`config.mk`:
```
export PLATFORM = sky130hd
export DESIGN_NAME = dde_exec
export DESIGN_NICKNAME = d
export VERILOG_FILES = /design/src/core/dde_pkg.sv /design/src/core/dde_divider.sv /design/src/core/dde_exec.sv
export VERILOG_INCLUDE_DIRS = /design/src /design/src/core
export SDC_FILE = /design/constraint.sdc
export NUM_CORES = 1
export LEC_CHECK = 0
export ABC_AREA = 1
export BUFFER_PORTS_ARGS = -buffer_cell sky130_fd_sc_hd__buf_2
export CORE_MARGIN = 1
export CORE_UTILIZATION = 50
export CTS_BUF_LIST = sky130_fd_sc_hd__clkbuf_16
export CTS_CLUSTER_DIAMETER = 200
export CTS_CLUSTER_SIZE = 10
export DETAILED_ROUTE_END_ITERATION = 7
export HOLD_SLACK_MARGIN = 0.15
export PLACE_DENSITY_LB_ADDON = 0.08
export SLEW_MARGIN = 15
export SYNTH_ARGS = -nofsm -noshare
export SYNTH_HDL_FRONTEND = slang
export SYNTH_SLANG_ARGS = --single-unit
```
`constraint.sdc`:
```
create_clock -name core_clk -period 11.1 [get_ports core_clk]
set_input_delay 0.555 -clock core_clk [delete_from_list [all_inputs] [get_ports core_clk]]
set_output_delay 0.555 -clock core_clk [all_outputs]
set_load 0.005 [all_outputs]
```
`src/core/dde_map.svh`:
```
/*
  constants of the decrement and divide execution datapath: opcode
  patterns, cycle counts and the one and zero byte constants.
  assumes inclusion by bare name from the design files.
*/
`ifndef DDE_MAP_SVH
`define DDE_MAP_SVH
`define DDE_OP_DEC_ACC     8'h14
`define DDE_OP_DEC_DIR     8'h15
`define DDE_OP_DEC_IND_HI  7'h0B
`define DDE_OP_DEC_REG_HI  5'h03
`define DDE_OP_DIV_DEFAULT 8'h84
`define DDE_DIV_CYCLES     4
`define DDE_DEC_CYCLES     1
`define DDE_ONE            8'h01
`define DDE_ZERO           8'h00
`endif

```
`src/core/dde_pkg.sv`:
```
/*
  types shared by the datapath files.
  assumes nothing beyond a systemverilog compiler.
*/
package dde_pkg;
  typedef enum logic [2:0] {
    DDE_IDLE, DDE_DIV_RUN
  } dde_state_t;
  typedef enum logic [2:0] {
    DDE_K_NONE, DDE_K_ACC, DDE_K_REG, DDE_K_DIR, DDE_K_IND, DDE_K_DIV
  } dde_kind_t;
endpackage : dde_pkg

```
`src/core/dde_divider.sv`:
```
/*
  restoring divider, eight bits unsigned, four quotient bits per cycle.
  assumes a start pulse with stable operands for that cycle only.
*/
`include "dde_map.svh"
module dde_divider #(
  parameter int WIDTH = 8
) (
  input  wire logic             core_clk,
  input  wire logic             rst_b,
  input  wire logic             start,
  input  wire logic [WIDTH-1:0] dividend,
  input  wire logic [WIDTH-1:0] divisor,
  output logic      [WIDTH-1:0] quotient,
  output logic      [WIDTH-1:0] remainder,
  output logic                  done
);
  import dde_pkg::*;
  if (WIDTH != 8) begin : g_width_check
    $error("divider serves eight bits only");
  end
  logic [WIDTH-1:0] dsor;
  logic [1:0]       step;
  logic             busy;
  // four restoring steps per clock; two working edges leave the caller's
  // result stage inside the four-cycle budget
  function automatic logic [2*WIDTH-1:0] div_step(
    input logic [2*WIDTH-1:0] rq, input logic [WIDTH-1:0] d);
    logic [WIDTH:0] trial;
    logic [2*WIDTH-1:0] sh;
    sh    = {rq[2*WIDTH-2:0], 1'b0};
    trial = {1'b0, sh[2*WIDTH-1:WIDTH]} - {1'b0, d};
    if (!trial[WIDTH]) begin
      sh[2*WIDTH-1:WIDTH] = trial[WIDTH-1:0];
      sh[0] = 1'b1;
    end
    return sh;
  endfunction : div_step
  logic [2*WIDTH-1:0] rq;
  wire  [2*WIDTH-1:0] half_rq = div_step(div_step(rq, dsor), dsor);
  wire  [2*WIDTH-1:0] next_rq = div_step(div_step(half_rq, dsor), dsor);
  assign quotient  = rq[WIDTH-1:0];
  assign remainder = rq[2*WIDTH-1:WIDTH];
  // sequencer; a zero divisor simply runs and yields an undefined pair
  always_ff @(posedge core_clk or negedge rst_b) begin
    if (!rst_b) begin
      rq   <= '0;
      dsor <= '0;
      step <= 2'h0;
      busy <= 1'b0;
      done <= 1'b0;
    end else begin
      done <= 1'b0;
      if (start) begin
        rq   <= {{WIDTH{1'b0}}, dividend};
        dsor <= divisor;
        step <= 2'h0;
        busy <= 1'b1;
      end else if (busy) begin
        rq   <= next_rq;
        step <= step + 2'h1;
        if (step == 2'h1) begin
          busy <= 1'b0;
          done <= 1'b1;
        end
      end
    end
  end
endmodule : dde_divider

```
`src/core/dde_exec.sv`:
```
/*
  execution datapath for the decrement family and the unsigned divide.
  assumes the decoder presents one instruction per issue pulse with its
  operand values already fetched; port targets supply the output latch.
*/
// Summary of operation
// [RL1] accumulator decrement stores accumulator minus one
// [RL2] 00011rrr decrements working register, one cycle
// [RL3] 00010101 plus address decrements direct byte
// [RL4] divide: quotient to acc, remainder aux, four cycles
// [RL5] nonzero divisor divide clears carry and overflow
// [RL6] zero divisor leaves quotient and remainder undefined
// [RL7] zero divisor sets overflow; carry always cleared
// [RL8] decrements wrap zero to all ones, flags untouched
// [RL9] port decrement reads output latch, not pins
// [RL10] 0001011i decrements ram byte via pointer register
`include "dde_map.svh"
module dde_exec #(
  parameter logic [7:0] DIV_OPCODE = `DDE_OP_DIV_DEFAULT
) (
  input  wire logic              core_clk,
  input  wire logic              rst_b,
  input  wire logic              issue,
  input  wire logic [7:0]        opcode,
  input  wire logic [7:0]        direct_addr,
  input  wire logic [7:0]        acc_in,
  input  wire logic [7:0]        aux_in,
  input  wire logic [7:0]        working_register_in,
  input  wire logic [7:0]        pointer_register_0,
  input  wire logic [7:0]        pointer_register_1,
  input  wire logic [7:0]        mem_in,
  input  wire logic              dir_is_port,
  input  wire logic [7:0]        port_latch_in,
  input  wire logic              carry_in,
  input  wire logic              overflow_flag_in,
  output logic                   busy,
  output logic                   done,
  output dde_pkg::dde_kind_t     kind,
  output logic      [2:0]        reg_sel,
  output logic      [7:0]        wr_addr,
  output logic      [7:0]        result,
  output logic      [7:0]        acc_out,
  output logic      [7:0]        aux_out,
  output logic                   acc_we,
  output logic                   aux_we,
  output logic                   carry_out,
  output logic                   overflow_flag_out,
  output logic                   illegal
);
  import dde_pkg::*;
  // refuse a divide opcode that would shadow a decrement form
  if (DIV_OPCODE[7:3] == `DDE_OP_DEC_REG_HI ||
      DIV_OPCODE[7:1] == `DDE_OP_DEC_IND_HI ||
      DIV_OPCODE == `DDE_OP_DEC_ACC ||
      DIV_OPCODE == `DDE_OP_DEC_DIR) begin : g_opcode_check
    $error("divide opcode collides with a decrement opcode");
  end

  // shared by every decrement form; eight-bit arithmetic wraps 00 to FF
  function automatic logic [7:0] dec8(input logic [7:0] v);
    return v - `DDE_ONE;
  endfunction : dec8

  // opcode decode
  wire is_acc = opcode == `DDE_OP_DEC_ACC;             // [RL1]
  wire is_reg = opcode[7:3] == `DDE_OP_DEC_REG_HI;     // [RL2]
  wire is_dir = opcode == `DDE_OP_DEC_DIR;             // [RL3]
  wire is_ind = opcode[7:1] == `DDE_OP_DEC_IND_HI;     // [RL10]
  wire is_div = opcode == DIV_OPCODE;                  // [RL4]
  wire [7:0] ind_addr = opcode[0] ? pointer_register_1
                                  : pointer_register_0; // [RL10]
  // direct port targets read the output latch so pin loading is ignored
  wire [7:0] dir_src = dir_is_port ? port_latch_in : mem_in; // [RL9]
  wire [7:0] dec_src = is_acc ? acc_in :
                       is_reg ? working_register_in :
                       is_dir ? dir_src : mem_in;
  wire [7:0] dec_val = dec8(dec_src);                  // [RL8]
  wire is_dec  = is_acc | is_reg | is_dir | is_ind;
  wire div_go  = issue && !busy && is_div;
  wire dec_go  = issue && !busy && is_dec;
  wire div_zero;

  dde_state_t state;
  logic [7:0] q;
  logic [7:0] r;
  logic       div_done;
  logic       zero_seen;

  dde_divider #(.WIDTH(8)) u_div (
    .core_clk (core_clk),
    .rst_b    (rst_b),
    .start    (div_go),
    .dividend (acc_in),
    .divisor  (aux_in),
    .quotient (q),
    .remainder(r),
    .done     (div_done)
  );
  assign div_zero = aux_in == `DDE_ZERO;
  assign busy = state == DDE_DIV_RUN;

  // divide sequencer; issue is ignored while the divider runs
  always_ff @(posedge core_clk or negedge rst_b) begin
    if (!rst_b) begin
      state     <= DDE_IDLE;
      zero_seen <= 1'b0;
    end else begin
      unique case (state)
        DDE_IDLE: begin
          if (div_go) begin
            state     <= DDE_DIV_RUN;
            zero_seen <= div_zero;
          end
        end
        DDE_DIV_RUN: begin
          if (div_done) state <= DDE_IDLE;
        end
        default: state <= DDE_IDLE;
      endcase
    end
  end

  // result registers, updated for one cycle per completed instruction
  always_ff @(posedge core_clk or negedge rst_b) begin
    if (!rst_b) begin
      done              <= 1'b0;
      kind              <= DDE_K_NONE;
      reg_sel           <= 3'h0;
      wr_addr           <= 8'h00;
      result            <= 8'h00;
      acc_out           <= 8'h00;
      aux_out           <= 8'h00;
      acc_we            <= 1'b0;
      aux_we            <= 1'b0;
      carry_out         <= 1'b0;
      overflow_flag_out <= 1'b0;
      illegal           <= 1'b0;
    end else begin
      done    <= 1'b0;
      acc_we  <= 1'b0;
      aux_we  <= 1'b0;
      illegal <= issue && !busy && !is_dec && !is_div;
      if (dec_go) begin
        done    <= 1'b1;                               // [RL2] [RL3]
        result  <= dec_val;
        reg_sel <= opcode[2:0];
        wr_addr <= is_ind ? ind_addr : direct_addr;
        acc_we  <= is_acc;                             // [RL1]
        acc_out <= is_acc ? dec_val : acc_out;
        kind    <= is_acc ? DDE_K_ACC : is_reg ? DDE_K_REG :
                   is_dir ? DDE_K_DIR : DDE_K_IND;
        // flags pass through unchanged
        carry_out         <= carry_in;                 // [RL8]
        overflow_flag_out <= overflow_flag_in;         // [RL8]
      end else if (div_done) begin
        done              <= 1'b1;                     // [RL4]
        kind              <= DDE_K_DIV;
        acc_out           <= q;                        // [RL4] [RL6]
        aux_out           <= r;
        acc_we            <= 1'b1;
        aux_we            <= 1'b1;
        carry_out         <= 1'b0;                     // [RL5] [RL7]
        overflow_flag_out <= zero_seen;                // [RL5] [RL7]
      end
    end
  end
endmodule : dde_exec

```
==> flow_summary.json <==
{
  "coreArea_sq_mm": 0.00991,
  "ys_top_cells_by_area": "dfrtp_1, nand2_1, ha_1",
  "worstHoldPathType": "in2async",
  "syn_area_per_cell_sq_um": 7.52,
  "combPwrFrac_pct": 25.5,
  "synth_cell_type_count": 49,
  "place_congestion": 0.948,
  "grt_pass1_vias": 4857,
  "cp.required_ps": 11370,
  "yosys.area.top_type": "dfrtp_1",
  "dpl_cell_area_sq_mm": 0.00589,
  "antenna_found_initial": 0,
  "nets": 926,
  "r2r-start": "u_div.dsor[0]",
  "dp_hpwl_microns": 11100,
  "critPathLaunchType": "flip-flop",
  "worst_pin_slew_ps": 908,
  "gr-total-overflow": 0,
  "drc": 0,
  "clk_pin_slew_worst_paths_ps": 60,
  "r2r_cells": 29,
  "clock.fmax_mhz": 150,
  "synthFlopType": "dfrtp_1",
  "num_io_pins": 123,
  "cts_tree": "done",
  "synth_nets": 808,
  "relSlewSlack_pct": 39.4,
  "start_util_pct": 52.5,
  "ant_nets": 0,
  "crit_type": "reg2reg",
  "dr.pass1.iters": 6,
  "clkPwrFrac_pct": 33.6,
  "fin_tns_setup_ps": 0,
  "port_buffers": 122,
  "synth_enable_flop_cells": 0,
  "grt_pass1_wl_microns": 23300,
  "post_cts.repair.setup_buffers": 0,
  "synth-seq-cells": 74,
  "power_frac_seq_pct": 40.9,
  "cpPeakStageDelay_ps": 450,
  "setup_viol": 0,
  "fin_crit_sh_pct": 60.1,
  "maxCapViolations": 0,
  "syn_to_final_growth_pct": 18.9,
  "p_leak_nw": 3.44,
  "ys_warn_count": 0,
  "grt_max_degree": 75,
  "post_drt_wl_per_cell_microns": 14.7,
  "root_buffer": "clkbuf_16",
  "fin_skew_ps": 5.26,
  "powerDensity_mw_per_mm2": 137,
  "finalNonFillerCells": 948,
  "track_usage_pct": 27.1,
  "timing.final.hold_violations": 0,
  "holdBufCountCts": 0,
  "cts_buffers": 9,
  "reg2reg_to": "u_div.rq[12]",
  "drive_gt1_share_pct": 21.6,
  "rsz0062_at_grt": "no",
  "ys_async_sr_fraction_pct": 100,
  "synth_common_cells": "nand2_1, inv_1, dfrtp_1, o21ai_0, a21oi_1",
  "vias_per_cell": 5.31,
  "power_switching_uw": 263,
  "fp-row-count": 36,
  "yosysMostFrequentCell": "nand2_1",
  "internal-power_uw": 586,
  "min_period_ps": 6670,
  "end_kind": "flip-flop",
  "cts.sinks": 74,
  "cp_max_fo": 13,
  "ir_drop_mv": 0.0753,
  "dieHeight_microns": 104,
  "antenna_cells": 0,
  "cp.arrival_ps": 6940,
  "synth_top_area_share_pct": 35.6,
  "ys_seq_area_share_pct": 35.6,
  "rrSetupSlack_ps": 4430,
  "finalWirelength_microns": 13900,
  "clk_latency_ps": 330,
  "maxSlewViolCount": 0,
  "power.total_uw": 849,
  "htree_levels": 3,
  "initialDrtViolationCount": 428,
  "num_vias": 5038,
  "clock_path_buffers": 2,
  "die_x_microns": 104,
  "dp.cells": 932,
  "post_synth_inst_count": 692,
  "cts_resized": 0,
  "status": "complete, no violations",
  "slowest_stage": "dfrtp_1",
  "final_area_sq_mm": 0.00618,
  "post-route-util_pct": 62.4,
  "swShare_pct": 31.0,
  "synthesis.area_sq_mm": 0.00520,
  "die_area_sq_mm": 0.0108
}
-- cell families after synthesis --
logic type	Yosys count	share of synthesized area (%)
muxes	1	0.192
adders and majority gates	38	9.72
DFF	74	35.6
and+or+nand+nor	334	29.1
AOI/OAI and AO/OA	125	14.2
buffers and inverters	101	8.01
xor gates and xnor gates	19	3.20
-- sequential cells by signal, indices dropped and copies added, names as in the netlist, 2 cells and up --
register and cells:
u_div.rq 16, acc_out 8, aux_out 8, result 8, u_div.dsor 8, wr_addr 8
kind 3, reg_sel 3, u_div.step 2
-- metal layers --
metal | wire length, microns | track usage (%) | vias to the layer above
met5 | 0 | 0 | -
met4 | 162 | 6.94 | 0
met3 | 838 | 4.76 | 15
met2 | 6560 | 46.0 | 165
met1 | 6370 | 35.9 | 2355
li1 | - | - | 2503
-- power groups by stage --
stage	registers (mW)	clock network, mW	logic (mW)
after global placement	0.349	0	0.212
after floorplan	0.351	0	0.122
after global routing	0.354	0.300	0.245
final	0.347	0.285	0.217
after detailed placement	0.351	0	0.216
after CTS	0.347	0.289	0.217
-- cell usage in the layout (no fill, tap or decap), types with 6 or more instances in the layout --
master,count
a21oi_1,40
buf_2,121
clkbuf_16,9
dfrtp_1,74
ha_1,34
inv_1,78
inv_2,7
nand2_1,219
nand2_2,7
nand2_4,6
nand3_1,36
nand4_1,7
nor2_1,30
o21ai_0,45
o21ai_1,7
o221ai_1,8
xnor2_1,6
xor2_1,13
-- through the flow --
step / setup WS, ps / hold WS [ps]
6_report: 4430 / 350
5_1_grt: 3870 / 433
4_1_cts: 4500 / 388
3_5_place_dp: 4550 / 460
3_3_place_gp: 4670 / 458
2_1_floorplan: 5490 / 259
-- worst max path at each step --
stage	startpoint	to	slack, ps	cells past startpoint
2_1_floorplan	u_div.dsor[0]	u_div.rq[11]	5490	30
3_3_place_gp	u_div.dsor[0]	u_div.rq[12]	4670	28
3_5_place_dp	u_div.dsor[0]	u_div.rq[12]	4550	32
4_1_cts	u_div.dsor[0]	u_div.rq[12]	4500	32
5_1_grt	u_div.dsor[0]	u_div.rq[11]	3870	31
6_report	u_div.dsor[0]	u_div.rq[12]	4430	29
-- cell type report --
type | count | area (sq um)
clock buffer | 9 | 225
clock inverter | 7 | 71.3
fill | 960 | 3730
inverter | 86 | 323
multi-input combinational | 517 | 2930
sequential | 74 | 1850
tap | 133 | 166
timing repair buffer | 122 | 613
-- worst max-delay path: cells and delay by family (launching register included) --
family / cells / cell delay, ps
AND/OR/NAND/NOR: 9 / 1580
buffers and inverters: 5 / 720
AO/OA/AOI/OAI: 9 / 1860
multiplexers: 1 / 240
flip-flops: 1 / 450
adder cells (fa/ha/maj): 5 / 1740
(Power assumes the default switching activity.)
